`src/hdl/mmsi_pkg.sv`:
```
/*
 * Constants, types and register map of the memory map and size block.
 * Assumes a single clock domain and an APB register port with 32-bit data.
 */
// What this block does
// [RULE1] Code, data, special registers and config words each sit at a unique spot in one 4 GB space.
// [RULE2] Every access in that space is 32 bits wide natively.
// [RULE3] User and kernel modes get separate spaces, and the kernel space has two segments.
// [RULE4] The first kernel segment is cacheable and the second one is not.
// [RULE5] Code and data memory may be split into user and kernel parts, and data memory may be executable.
// [RULE6] The core issues only virtual addresses, which are translated to physical ones.
// [RULE7] Bus masters such as DMA present physical addresses on their own.
// [RULE8] The program flash size register reads a fixed byte count (64, 128, 256 or 512 KB codes).
// [RULE9] The boot flash size register reads the fixed byte count of 12 KB.
// [RULE10] Writes to either size register are ignored and cause nothing else.
`default_nettype none

package mmsi_pkg;

	// ****************************************************************
	// register map, byte addresses
	// ****************************************************************
	localparam logic [7:0] OFS_CTRL      = 8'h00;
	localparam logic [7:0] OFS_RAM_UBASE = 8'h04;
	localparam logic [7:0] OFS_PFM_UBASE = 8'h08;
	localparam logic [7:0] OFS_STATUS    = 8'h0C;
	localparam logic [7:0] OFS_ERR_ADDR  = 8'h10;
	localparam logic [7:0] OFS_PFM_SIZE  = 8'h14;
	localparam logic [7:0] OFS_BOOT_SIZE = 8'h18;

	// ****************************************************************
	// field positions and reset values
	// ****************************************************************
	localparam int CTRL_RAM_EXEC   = 0;
	localparam int ST_SEG_FAULT    = 0;
	localparam int ST_PART_FAULT   = 1;
	localparam int ST_EXEC_FAULT   = 2;
	localparam int ST_MAP_FAULT    = 3;
	localparam int ST_DMA_FAULT    = 4;
	localparam int ST_W            = 5;
	localparam logic [31:0] CTRL_RST = 32'h0000_0000;

	// ****************************************************************
	// size codes
	// ****************************************************************
	localparam logic [31:0] PFM_SIZE_64K  = 32'h0001_0000;
	localparam logic [31:0] PFM_SIZE_128K = 32'h0002_0000;
	localparam logic [31:0] PFM_SIZE_256K = 32'h0004_0000;
	localparam logic [31:0] PFM_SIZE_512K = 32'h0008_0000;
	localparam logic [31:0] PFM_SIZE_VAL  = PFM_SIZE_512K;
	localparam logic [31:0] BOOT_SIZE_VAL = 32'h0000_3000;
	localparam logic [31:0] RAM_SIZE_VAL  = 32'h0002_0000;
	localparam logic [31:0] SFR_SIZE_VAL  = 32'h0010_0000;
	localparam logic [31:0] CFG_SIZE_VAL  = 32'h0000_0010;

	// ****************************************************************
	// physical layout and segment decode
	// ****************************************************************
	localparam logic [31:0] PHYS_MASK = 32'h1FFF_FFFF;
	localparam logic [31:0] RAM_BASE  = 32'h0000_0000;
	localparam logic [31:0] PFM_BASE  = 32'h1D00_0000;
	localparam logic [31:0] SFR_BASE  = 32'h1F80_0000;
	localparam logic [31:0] BOOT_BASE = 32'h1FC0_0000;
	localparam logic [31:0] CFG_BASE  = 32'h1FC0_2FF0;
	localparam logic [2:0]  SEG_TOP_KC = 3'b100;
	localparam logic [2:0]  SEG_TOP_KU = 3'b101;

	typedef enum logic [1:0] {
		SEG_USER     = 2'b00,
		SEG_KCACHE   = 2'b01,
		SEG_KUNCACHE = 2'b11,
		SEG_NONE     = 2'b10
	} mmsi_seg_e;

	typedef enum logic [2:0] {
		RGN_NONE = 3'b000,
		RGN_RAM  = 3'b001,
		RGN_PFM  = 3'b011,
		RGN_SFR  = 3'b010,
		RGN_BOOT = 3'b110,
		RGN_CFG  = 3'b111
	} mmsi_rgn_e;

endpackage : mmsi_pkg

`default_nettype wire

```
`src/hdl/mmsi_top.sv`:
```
/*
 * Memory map block: core address translation with segment, partition and
 * execute checks, DMA physical address check, and the APB register bank.
 * Assumes core and DMA requests come from logic on MCLK; APB master on MCLK.
 */
// The register addresses and the APB interface to the registers were left to the implementer.
`default_nettype none

module mmsi_top
	import mmsi_pkg::*;
(
	input  wire logic        MCLK,          // system clock, 40 MHz
	input  wire logic        RST,           // synchronous reset, high
	input  wire logic        PSEL,          // apb select
	input  wire logic        PENABLE,       // apb access phase
	input  wire logic        PWRITE,        // apb direction
	input  wire logic [7:0]  PADDR,         // apb byte address
	input  wire logic [31:0] PWDATA,        // apb write data
	input  wire logic [3:0]  PSTRB,         // apb byte strobes
	output logic             PREADY,        // apb ready
	output logic [31:0]      PRDATA,        // apb read data
	output logic             PSLVERR,       // apb error
	input  wire logic        CPU_REQ,       // core access request
	input  wire logic [31:0] CPU_VADDR,     // core virtual address
	input  wire logic        CPU_USER,      // core in user mode
	input  wire logic        CPU_FETCH,     // access is an instruction fetch
	output logic             CPU_ACK,       // translation result valid
	output logic [31:0]      CPU_PADDR,     // translated physical address
	output logic [1:0]       CPU_SEG,       // decoded segment
	output logic             CPU_CACHEABLE, // access may be cached
	output logic             CPU_FAULT,     // access refused
	input  wire logic        DMA_REQ,       // bus master request
	input  wire logic [31:0] DMA_ADDR,      // bus master physical address
	output logic             DMA_ACK,       // check result valid
	output logic [31:0]      DMA_PADDR,     // physical address passed on
	output logic             DMA_FAULT      // address not mapped
);
	import mmsi_pkg::*;

	// ****************************************************************
	// core and dma path decode
	// ****************************************************************
	mmsi_seg_e   c_seg;
	mmsi_rgn_e   c_rgn;
	mmsi_rgn_e   d_rgn;
	logic [31:0] c_paddr;
	logic [31:0] c_off;
	logic        c_cache;

	mmsi_xlate u_xlate (
		.vaddr     (CPU_VADDR),
		.seg       (c_seg),
		.paddr     (c_paddr),
		.cacheable (c_cache)
	);

	mmsi_region u_rgn_cpu (
		.paddr  (c_paddr),
		.rgn    (c_rgn),
		.offset (c_off)
	);

	mmsi_region u_rgn_dma (
		.paddr  (DMA_ADDR),
		.rgn    (d_rgn),
		.offset ()
	);

	// ****************************************************************
	// register state
	// ****************************************************************
	logic [31:0]   ctrl_r, ctrl_nxt;
	logic [31:0]   ram_ubase_r, ram_ubase_nxt;
	logic [31:0]   pfm_ubase_r, pfm_ubase_nxt;
	logic [ST_W-1:0] status_r, status_nxt;
	logic [31:0]   err_addr_r, err_addr_nxt;
	logic          pready_r, pready_nxt;
	logic [31:0]   prdata_r, prdata_nxt;
	logic          pslverr_r, pslverr_nxt;

	// ****************************************************************
	// fault checks
	// ****************************************************************
	logic seg_flt, part_flt, exec_flt, map_flt, c_flt;
	// faults only flag the access; raising the exception is left to the core

	always_comb begin
		seg_flt  = (c_seg == SEG_NONE) || (CPU_USER && c_seg != SEG_USER); // see [RULE3]
		map_flt  = (c_rgn == RGN_NONE); // see [RULE1]
		part_flt = 1'b0;
		if (CPU_USER) begin
			unique case (c_rgn)
				RGN_RAM:  part_flt = (c_off < ram_ubase_r); // see [RULE5]
				RGN_PFM:  part_flt = (c_off < pfm_ubase_r); // see [RULE5]
				RGN_SFR,
				RGN_BOOT,
				RGN_CFG:  part_flt = 1'b1;
				RGN_NONE: part_flt = 1'b0;
			endcase
		end
		// data ram runs code only when software allows it
		exec_flt = CPU_FETCH && ((c_rgn == RGN_RAM && !ctrl_r[CTRL_RAM_EXEC])
			|| c_rgn == RGN_SFR || c_rgn == RGN_CFG); // see [RULE5]
		c_flt    = seg_flt || map_flt || part_flt || exec_flt;
	end

	// ****************************************************************
	// apb slave
	// ****************************************************************
	logic apb_setup, apb_wr, map_hit, ro_hit;

	function automatic logic [31:0] merge(input logic [31:0] old, input logic [31:0] wd,
		input logic [3:0] be);
		logic [31:0] res;
		res = old;
		for (int i = 0; i < 4; i++) begin
			if (be[i]) begin
				res[i*8 +: 8] = wd[i*8 +: 8];
			end
		end
		return res;
	endfunction : merge

	// zero wait states: ready is just the registered setup cycle, no counter needed
	always_comb begin
		apb_setup = PSEL && !PENABLE;
		apb_wr    = PSEL && PENABLE && pready_r && PWRITE && !pslverr_r;
		ro_hit    = (PADDR == OFS_PFM_SIZE) || (PADDR == OFS_BOOT_SIZE);
		map_hit   = ro_hit || PADDR == OFS_CTRL || PADDR == OFS_RAM_UBASE
			|| PADDR == OFS_PFM_UBASE || PADDR == OFS_STATUS || PADDR == OFS_ERR_ADDR;
		pready_nxt  = apb_setup;
		pslverr_nxt = apb_setup && !map_hit;
		prdata_nxt  = 32'h0000_0000;
		if (apb_setup && !PWRITE) begin
			unique case (PADDR)
				OFS_CTRL:      prdata_nxt = ctrl_r;
				OFS_RAM_UBASE: prdata_nxt = ram_ubase_r;
				OFS_PFM_UBASE: prdata_nxt = pfm_ubase_r;
				OFS_STATUS:    prdata_nxt = {{(32-ST_W){1'b0}}, status_r};
				OFS_ERR_ADDR:  prdata_nxt = err_addr_r;
				OFS_PFM_SIZE:  prdata_nxt = PFM_SIZE_VAL; // see [RULE8]
				OFS_BOOT_SIZE: prdata_nxt = BOOT_SIZE_VAL; // see [RULE9]
				default:       prdata_nxt = 32'h0000_0000;
			endcase
		end
	end

	// ****************************************************************
	// register writes and sticky status
	// ****************************************************************
	logic [ST_W-1:0] st_set, st_clr;

	always_comb begin
		ctrl_nxt      = ctrl_r;
		ram_ubase_nxt = ram_ubase_r;
		pfm_ubase_nxt = pfm_ubase_r;
		err_addr_nxt  = err_addr_r;
		st_clr        = '0;
		// size registers have no write path at all
		if (apb_wr) begin // see [RULE10]
			unique case (PADDR)
				OFS_CTRL:      ctrl_nxt = merge(ctrl_r, PWDATA, PSTRB) & 32'h0000_0001;
				OFS_RAM_UBASE: ram_ubase_nxt = merge(ram_ubase_r, PWDATA, PSTRB); // see [RULE2]
				OFS_PFM_UBASE: pfm_ubase_nxt = merge(pfm_ubase_r, PWDATA, PSTRB); // see [RULE2]
				OFS_STATUS:    st_clr = PWDATA[ST_W-1:0] & {ST_W{PSTRB[0]}};
				default:       ctrl_nxt = ctrl_r;
			endcase
		end
		st_set = '0;
		if (CPU_REQ) begin
			st_set[ST_SEG_FAULT]  = seg_flt;
			st_set[ST_PART_FAULT] = part_flt;
			st_set[ST_EXEC_FAULT] = exec_flt;
			st_set[ST_MAP_FAULT]  = map_flt;
			if (c_flt) begin
				err_addr_nxt = CPU_VADDR;
			end
		end
		st_set[ST_DMA_FAULT] = DMA_REQ && d_rgn == RGN_NONE;
		// a fault in the clearing cycle stays visible
		status_nxt = (status_r & ~st_clr) | st_set;
	end

	// ****************************************************************
	// result registers
	// ****************************************************************
	logic        c_ack_nxt, d_ack_nxt, d_flt_nxt;
	// paddr follows vaddr every cycle; only ack and fault are qualified by the request

	always_comb begin
		c_ack_nxt = CPU_REQ;
		d_ack_nxt = DMA_REQ;
		d_flt_nxt = DMA_REQ && d_rgn == RGN_NONE; // see [RULE7]
	end

	always_ff @(posedge MCLK) begin
		if (RST) begin
			ctrl_r        <= CTRL_RST;
			ram_ubase_r   <= RAM_SIZE_VAL;
			pfm_ubase_r   <= PFM_SIZE_VAL;
			status_r      <= '0;
			err_addr_r    <= 32'h0000_0000;
			pready_r      <= 1'b0;
			prdata_r      <= 32'h0000_0000;
			pslverr_r     <= 1'b0;
			CPU_ACK       <= 1'b0;
			CPU_PADDR     <= 32'h0000_0000;
			CPU_SEG       <= 2'h0;
			CPU_CACHEABLE <= 1'b0;
			CPU_FAULT     <= 1'b0;
			DMA_ACK       <= 1'b0;
			DMA_PADDR     <= 32'h0000_0000;
			DMA_FAULT     <= 1'b0;
		end else begin
			ctrl_r        <= ctrl_nxt;
			ram_ubase_r   <= ram_ubase_nxt;
			pfm_ubase_r   <= pfm_ubase_nxt;
			status_r      <= status_nxt;
			err_addr_r    <= err_addr_nxt;
			pready_r      <= pready_nxt;
			prdata_r      <= prdata_nxt;
			pslverr_r     <= pslverr_nxt;
			CPU_ACK       <= c_ack_nxt;
			CPU_PADDR     <= c_paddr; // see [RULE6]
			CPU_SEG       <= c_seg;
			CPU_CACHEABLE <= c_cache; // see [RULE4]
			CPU_FAULT     <= CPU_REQ && c_flt;
			DMA_ACK       <= d_ack_nxt;
			DMA_PADDR     <= DMA_ADDR; // see [RULE7]
			DMA_FAULT     <= d_flt_nxt;
		end
	end

	always_comb begin
		PREADY  = pready_r;
		PRDATA  = prdata_r;
		PSLVERR = pslverr_r;
	end

	logic [95:0] cfg_all;
	assign cfg_all = {ctrl_r, ram_ubase_r, pfm_ubase_r};
endmodule : mmsi_top

`default_nettype wire

```
`src/hdl/mmsi_xlate.sv`:
```
/*
 * Fixed virtual to physical translation and segment decode, combinational.
 * Assumes the caller registers the results.
 */
`default_nettype none

module mmsi_xlate
	import mmsi_pkg::*;
(
	input  wire logic [31:0] vaddr,     // virtual address from the core
	output mmsi_pkg::mmsi_seg_e seg,    // decoded segment
	output logic [31:0]      paddr,     // physical address
	output logic             cacheable  // access may be cached
);

	always_comb begin
		paddr = vaddr & PHYS_MASK; // see [RULE6]
		if (!vaddr[31]) begin
			seg       = SEG_USER; // see [RULE3]
			cacheable = 1'b1;
		end else if (vaddr[31:29] == SEG_TOP_KC) begin
			seg       = SEG_KCACHE; // see [RULE4]
			cacheable = 1'b1;
		end else if (vaddr[31:29] == SEG_TOP_KU) begin
			seg       = SEG_KUNCACHE; // see [RULE4]
			cacheable = 1'b0;
		end else begin
			// upper kernel range has no fixed mapping here
			seg       = SEG_NONE;
			cacheable = 1'b0;
		end
	end

endmodule : mmsi_xlate

`default_nettype wire

```
`src/hdl/mmsi_region.sv`:
```
/*
 * Physical address region decode, combinational.
 * Assumes regions in the package do not overlap, except config inside boot.
 */
`default_nettype none

module mmsi_region
	import mmsi_pkg::*;
(
	input  wire logic [31:0] paddr,   // physical address
	output mmsi_pkg::mmsi_rgn_e rgn,  // region hit
	output logic [31:0]      offset   // offset inside that region
);

	always_comb begin
		rgn    = RGN_NONE; // see [RULE1]
		offset = 32'h0000_0000;
		if (paddr - RAM_BASE < RAM_SIZE_VAL) begin
			rgn    = RGN_RAM;
			offset = paddr - RAM_BASE;
		end else if (paddr - PFM_BASE < PFM_SIZE_VAL) begin
			rgn    = RGN_PFM;
			offset = paddr - PFM_BASE;
		end else if (paddr - SFR_BASE < SFR_SIZE_VAL) begin
			rgn    = RGN_SFR;
			offset = paddr - SFR_BASE;
		end else if (paddr - CFG_BASE < CFG_SIZE_VAL) begin
			// config words win over the boot flash around them
			rgn    = RGN_CFG;
			offset = paddr - CFG_BASE;
		end else if (paddr - BOOT_BASE < BOOT_SIZE_VAL) begin
			rgn    = RGN_BOOT;
			offset = paddr - BOOT_BASE;
		end
	end

endmodule : mmsi_region

`default_nettype wire

```
`config.mk`:
```
export PLATFORM = sky130hd
export DESIGN_NAME = mmsi_top
export DESIGN_NICKNAME = d
export VERILOG_FILES = /design/src/hdl/mmsi_pkg.sv /design/src/hdl/mmsi_top.sv /design/src/hdl/mmsi_xlate.sv /design/src/hdl/mmsi_region.sv
export SDC_FILE = /design/constraint.sdc
export NUM_CORES = 1
export LEC_CHECK = 0
export BUFFER_PORTS_ARGS = -buffer_cell sky130_fd_sc_hd__buf_2
export CAP_MARGIN = 20
export CORE_MARGIN = 10
export CORE_UTILIZATION = 51
export CTS_CLUSTER_SIZE = 30
export DETAILED_ROUTE_END_ITERATION = 10
export HOLD_SLACK_MARGIN = 0.08
export PLACE_DENSITY = 0.81
export SYNTH_ARGS = -nofsm -noshare
export SYNTH_HDL_FRONTEND = slang
export SYNTH_HIERARCHICAL = 1
export SYNTH_SLANG_ARGS = --single-unit
```
`constraint.sdc`:
```
create_clock -name MCLK -period 4.5 [get_ports MCLK]
set_input_delay 0.9 -clock MCLK [delete_from_list [all_inputs] [get_ports MCLK]]
set_output_delay 0.9 -clock MCLK [all_outputs]
set_load 0.02 [all_outputs]
```
======== After elaboration in Yosys (flattened, before gate mapping) ========
Cells that the tools add are included.
word-level totals
  register bits after elaboration ......... 207
  input bits .............................. 117
  output and inout port bits .............. 105
operators by class
  $add $sub $neg .......................... 8
  magnitude comparators ................... 12
  equal/unequal tests ..................... 14
  multiplexer cells ....................... 26
  bitwise logic cells ..................... 5
  reductions and logical operators ........ 45
operators by type and width
  operator                  count
  $pmux W32 S7              1
  $mux W32                  5
  $sub A32 B29 Y32 const B  4
  $sub A29 B29 Y30 const B  4
  $lt A32 B14 Y1 const B    2
  $lt A32 B20 Y1 const B    2
  $lt A32 B21 Y1 const B    2
  $lt A32 B32 Y1            2
  $lt A32 B5 Y1 const B     2
  $lt A32 B18 Y1 const B    1
  $mux W3                   10
  $lt A29 B18 Y1 const B    1
  $reduce_and A3 Y1         9
  $eq A8 B5 Y1 const B      3
  $eq A8 B4 Y1 const B      2
  $eq A3 B3 Y1 const B      4
  $logic_and A1 B1 Y1       12
  $logic_or A1 B1 Y1        12
  $and A5 B5 Y5             2
  $mux W5                   2
  $eq A8 B3 Y1 const B      1
  $logic_not A8 Y1          1
  $eq A3 B2 Y1 const B      2
  $logic_not A3 Y1          2
  14 further kinds          22

======== Depth between registers and ports, before layout ========
  depth in word-level cells ............... 14
  gate-level depth with buffers ........... 22
  mapped depth without buffers ............ 17

======== Cells and area by module ========
Netlist, hierarchy kept.
modules (own cells, without submodules)
  module                    instances  cells each  area an instance (um2)  seq. area each (um2)
  mmsi_top                  1          916         8,783.4                 4,144.0
  mmsi_region at u_rgn_cpu  1          230         1,594.0                 0.0
  mmsi_region at u_rgn_dma  1          214         1,408.9                 0.0
  mmsi_xlate                1          36          265.3                   0.0

======== Least setup slack after synthesis ========
No wires, ideal clock.
  kind .................................... input-to-reg
  start point ............................. in CPU_VADDR[4]
  end point ............................... reg err_addr_r[10]
  arrival ................................. 4.742 ns
  required time ........................... 4.382 ns
  slack ................................... -0.360 ns
  stages on the path ...................... 21
  cells stage by stage .................... buf_4 ha_1 and3_1 buf_2 a31o_1 a32o_1 nor4_4 nand3_1 nor4_2 nor2_1 a31o_1 ha_1 nand2_1 nor4_4 a221oi_1 a2111oi_0 a31oi_1 a41o_1 buf_6 buf_12 mux2i_1
on the way
  elaborated cells between the ends (all ways) .. 38
RTL lines
  what                                 line                                  text
  start: declaration                   mmsi_top.sv:24                        input wire logic [31:0] CPU_VADDR,
  $sub A29 B29 Y30                     mmsi_region.sv:31, mmsi_region.sv:33
  $lt A32 B14 Y1                       mmsi_region.sv:31                     end else if (paddr - BOOT_BASE < BOOT_SIZE_VAL) begin
  $mux W32                             mmsi_region.sv:31
  $mux W32                             mmsi_region.sv:27                     end else if (paddr - CFG_BASE < CFG_SIZE_VAL) begin
  $mux W32                             mmsi_region.sv:24                     end else if (paddr - SFR_BASE < SFR_SIZE_VAL) begin
  $mux W32                             mmsi_region.sv:21                     end else if (paddr - PFM_BASE < PFM_SIZE_VAL) begin
  $mux W32 (*)                         mmsi_region.sv:18                     if (paddr - RAM_BASE < RAM_SIZE_VAL) begin
  named net c_off[23]                  mmsi_top.sv:47                        logic [31:0] c_off;
  $lt A32 B32 Y1 (on tied branches)    mmsi_top.sv:94, mmsi_top.sv:93
  $pmux W1 S4 (*)                      mmsi_top.sv:92                        unique case (c_rgn)
  $mux W1 (*)                          mmsi_top.sv:91                        if (CPU_USER) begin
  $logic_or A1 B1 Y1 (*) (2 in a row)  mmsi_top.sv:104                       c_flt = seg_flt || map_flt || part_flt || exec_flt;
  $reduce_and A2 Y1 (no line) (*)      -
  end signal: assignment               mmsi_top.sv:219                       err_addr_r <= err_addr_nxt;
  end: declaration                     mmsi_top.sv:76                        logic [31:0] err_addr_r, err_addr_nxt;
The timed path passes the listed nets; every way through them passes the cells marked *.
A chain may end at the register's enable or synchronous reset.

======== Final worst setup path ========
  start point ............................. in CPU_VADDR[17]
  end point ............................... reg err_addr_r[19]
The elaborated chain is that of the path after synthesis.

==> results.cfg <==
[run_status]
outcome = complete, but fails checks
violations = negative setup slack

[grt]
overflow = 0
antenna_found_initial = 2
grt_usage_pct = 24.93
grt_pass1_vias = 11510
grt_pass1_wl_um = 59660
grt_max_degree = 82

[placement]
finalWeightedCongestion = 0.9635
io_buffers = 221
dpl.hpwl_um = 27650
place_area_mm2 = 0.01354

[routing]
wirelength_um = 38780
drtIter0Drc = 1242
wl_per_cell_um = 19.97
vias_per_cell = 5.932
drc_errors = 0
vias = 11520
first_pass_iters = 9
drtAntennaViolNets = 0

[power]
power.switching_uw = 1155
powerDensity_mw_per_mm2 = 299.9
ir_worst_vdd_v = 0.0002711
finalPower_uw = 4473
p_seq_share_pct = 42.7
p_clk_share_pct = 44.9
p_comb_share_pct = 12.4
leakage_uw = 0.006445
sw_frac_of_total_pct = 25.82
p_int_uw = 3318

[layout]
design_area_mm2 = 0.01491
multi_input_area_mm2 = 0.006995
drive_above_1_share_pct = 29.23
fillCellCount = 1780
final_core_util_pct = 65.87
regArea_mm2 = 0.004144
nNetsFinal = 1841
syn_to_final_growth_pct = 26.85

[timing]
fin_crit_ns = 4.710
worst_slew_pin_slew_ns = 0.8839
fin_skew_ns = 0.02145
fmax_mhz = 212.3
whs_ns = 0.4632
setup_viol = 32
slew_headroom_pct = 41.08
maxSlewViolCount = 0
timing.final.ws_setup_ns = -0.2099
final_hold_viol_count = 0
min_period_over_period_pct = 104.7
rsz0062_at_grt = true

[die]
io_pins = 222
start_util_pct = 51.93
core_mm2 = 0.02264
rows = 55
die-area_mm2 = 0.02953
dieHeight_um = 171.8
die_width_um = 171.8

[worst_hold_path]
hold_end = err_addr_r[26]
hold_class = flop to flop
hold_start = err_addr_r[26]
whs_path_depth = 2

[setup_path]
worstSetupEndpointType = flop
max_stage_delay_ns = 0.58
arrival_ns = 5.17
critPathMaxFanout = 4
cpMaxStageDelayCell = or4_4
r2r-end = err_addr_r[19]
ff2ff_setup_slack_ns = 1.71
r2r_start = pfm_ubase_r[24]
ff2ff_path_depth = 12
crit_path_start_kind = input pin
worstSetupPathType = input pin to flop
worstPathRequired_ns = 4.96
crit_chain = buf_6 -> or4_4 -> nor3_4 -> nand3_1 -> mux2_4 -> nand4_4 -> buf_4 -> nor4_4 -> buf_4 -> nor2_1 -> a31oi_2 -> ha_1 -> a21oi_1 -> o21ai_2 -> a221oi_2 -> a2111oi_2 -> a31oi_2 -> a41o_4 -> buf_12 -> buf_4 -> buf_6 -> mux2i_1
cp_common_cell = buf_4

[clock_network]
h-tree-depth = 1
cts_hold_buffers = 0
clock_latency_ns = 0.54
cts_tree = built
max-clock-path-buffers = 3
clkTransAtPathRegs_ns = 0.06
cts-buffers-inserted = 24
clock-sinks = 207
root_buffer = clkbuf_16

[logic_synthesis]
avgSynthCellArea_um2 = 8.696
synth_cells = 1352
synth_area_mm2 = 0.01176
ys_warn_count = 6

[run]
max_cap_violations = 0
==> flip-flops by register name (all words and copies together) (netlist names) <==
signal and cells:
DMA_ACK 1, CPU_FAULT 1, CPU_PADDR 32, ctrl_r 1, CPU_ACK 1, PRDATA 32, CPU_SEG 2, pfm_ubase_r 32
CPU_CACHEABLE 1, ram_ubase_r 32, DMA_PADDR 32, PSLVERR 1, PREADY 1, status_r 5, err_addr_r 32, DMA_FAULT 1
==> power by group through the flow <==
stage          combinational, µW  clock (µW)  sequential [µW]
6_report                     555        2010             1910
5_1_grt                      594        2100             1910
4_1_cts                      536        2030             1910
3_5_place_dp                 504           0             1950
3_3_place_gp                 494           0             1950
2_1_floorplan                265           0             1990
==> layout by cell type (no fill, tap or decap), drive strengths merged, types with 6 or more instances in the layout <==
| master | count |
|---|---|
| and3 | 16 |
| nor2b | 87 |
| inv | 83 |
| mux2i | 98 |
| conb | 9 |
| nand4 | 29 |
| nand2b | 8 |
| a31oi | 13 |
| nor3 | 15 |
| and2 | 8 |
| ha | 84 |
| clkbuf | 29 |
| nor4 | 15 |
| buf | 362 |
| a2111oi | 7 |
| a222oi | 24 |
| nor2 | 142 |
| a21oi | 54 |
| nand2 | 127 |
| dfxtp | 207 |
| o21ai | 41 |
| nand3 | 25 |
| or3 | 12 |
| o21a | 16 |
| clkinv | 6 |
| a21o | 10 |
| a22oi | 14 |
==> timing repair <==
| action | 4_1_cts | 5_1_grt |
|---|---|---|
| pin swaps | 14 | 25 |
| hold endpoints to repair | 0 | 0 |
| buffers inserted | 13 | 8 |
| cloned | 3 | 1 |
| setup endpoints to repair | 31 | 34 |
| resized for setup | 29 | 43 |
==> worst max path at each step <==
stage / start / end / slack, ns / cells after the start
global placement: CPU_VADDR[19] / err_addr_r[31] / -0.44 / 18
global route: CPU_VADDR[17] / err_addr_r[19] / -0.39 / 22
CTS: CPU_VADDR[17] / err_addr_r[22] / -0.12 / 21
finish: CPU_VADDR[17] / err_addr_r[19] / -0.21 / 22
detailed placement: CPU_VADDR[19] / err_addr_r[3] / -0.70 / 18
floorplan: CPU_VADDR[8] / err_addr_r[10] / -0.20 / 22
==> metrics by stage <==
step	setup slack, ns	cells	setup TNS (ns)
final	-0.2099	1942	-3.609
after global routing	-0.3917	1942	-8.761
after CTS	-0.1206	1935	-2.586
after detailed placement	-0.6990	1877	-21.51
after global placement	-0.4368	1877	-13.91
after floorplan	-0.1961	1359	-6.012
==> layer usage <==
layer | GRT usage (%) | share of wire (%) | up-vias
met5 | 0 | 0.044 | -
met4 | 11.32 | 3.7 | 2
met3 | 5.524 | 9.3 | 115
met2 | 42.69 | 48 | 670
met1 | 29.12 | 39 | 5417
li1 | - | - | 5315
==> layout make-up <==
| type | count | area share (%) |
|---|---|---|
| Antenna cell | 1 | 0.01678 |
| Clock buffer | 29 | 4.362 |
| Clock inverter | 13 | 1.074 |
| Inverter | 81 | 2.039 |
| Multi-Input combinational cell | 964 | 46.90 |
| Sequential cell | 207 | 27.79 |
| Tap cell | 285 | 2.391 |
| Timing Repair Buffer | 362 | 15.43 |
==> critical path: cells and delay by family <==
kind	cells	cell delay [ns]
buf+inv	6	0.76
simple gates	6	1.26
mux	2	0.44
compound gates	7	1.49
fa+ha+maj	1	0.30
No activity file was read; power rests on OpenSTA's default activity.
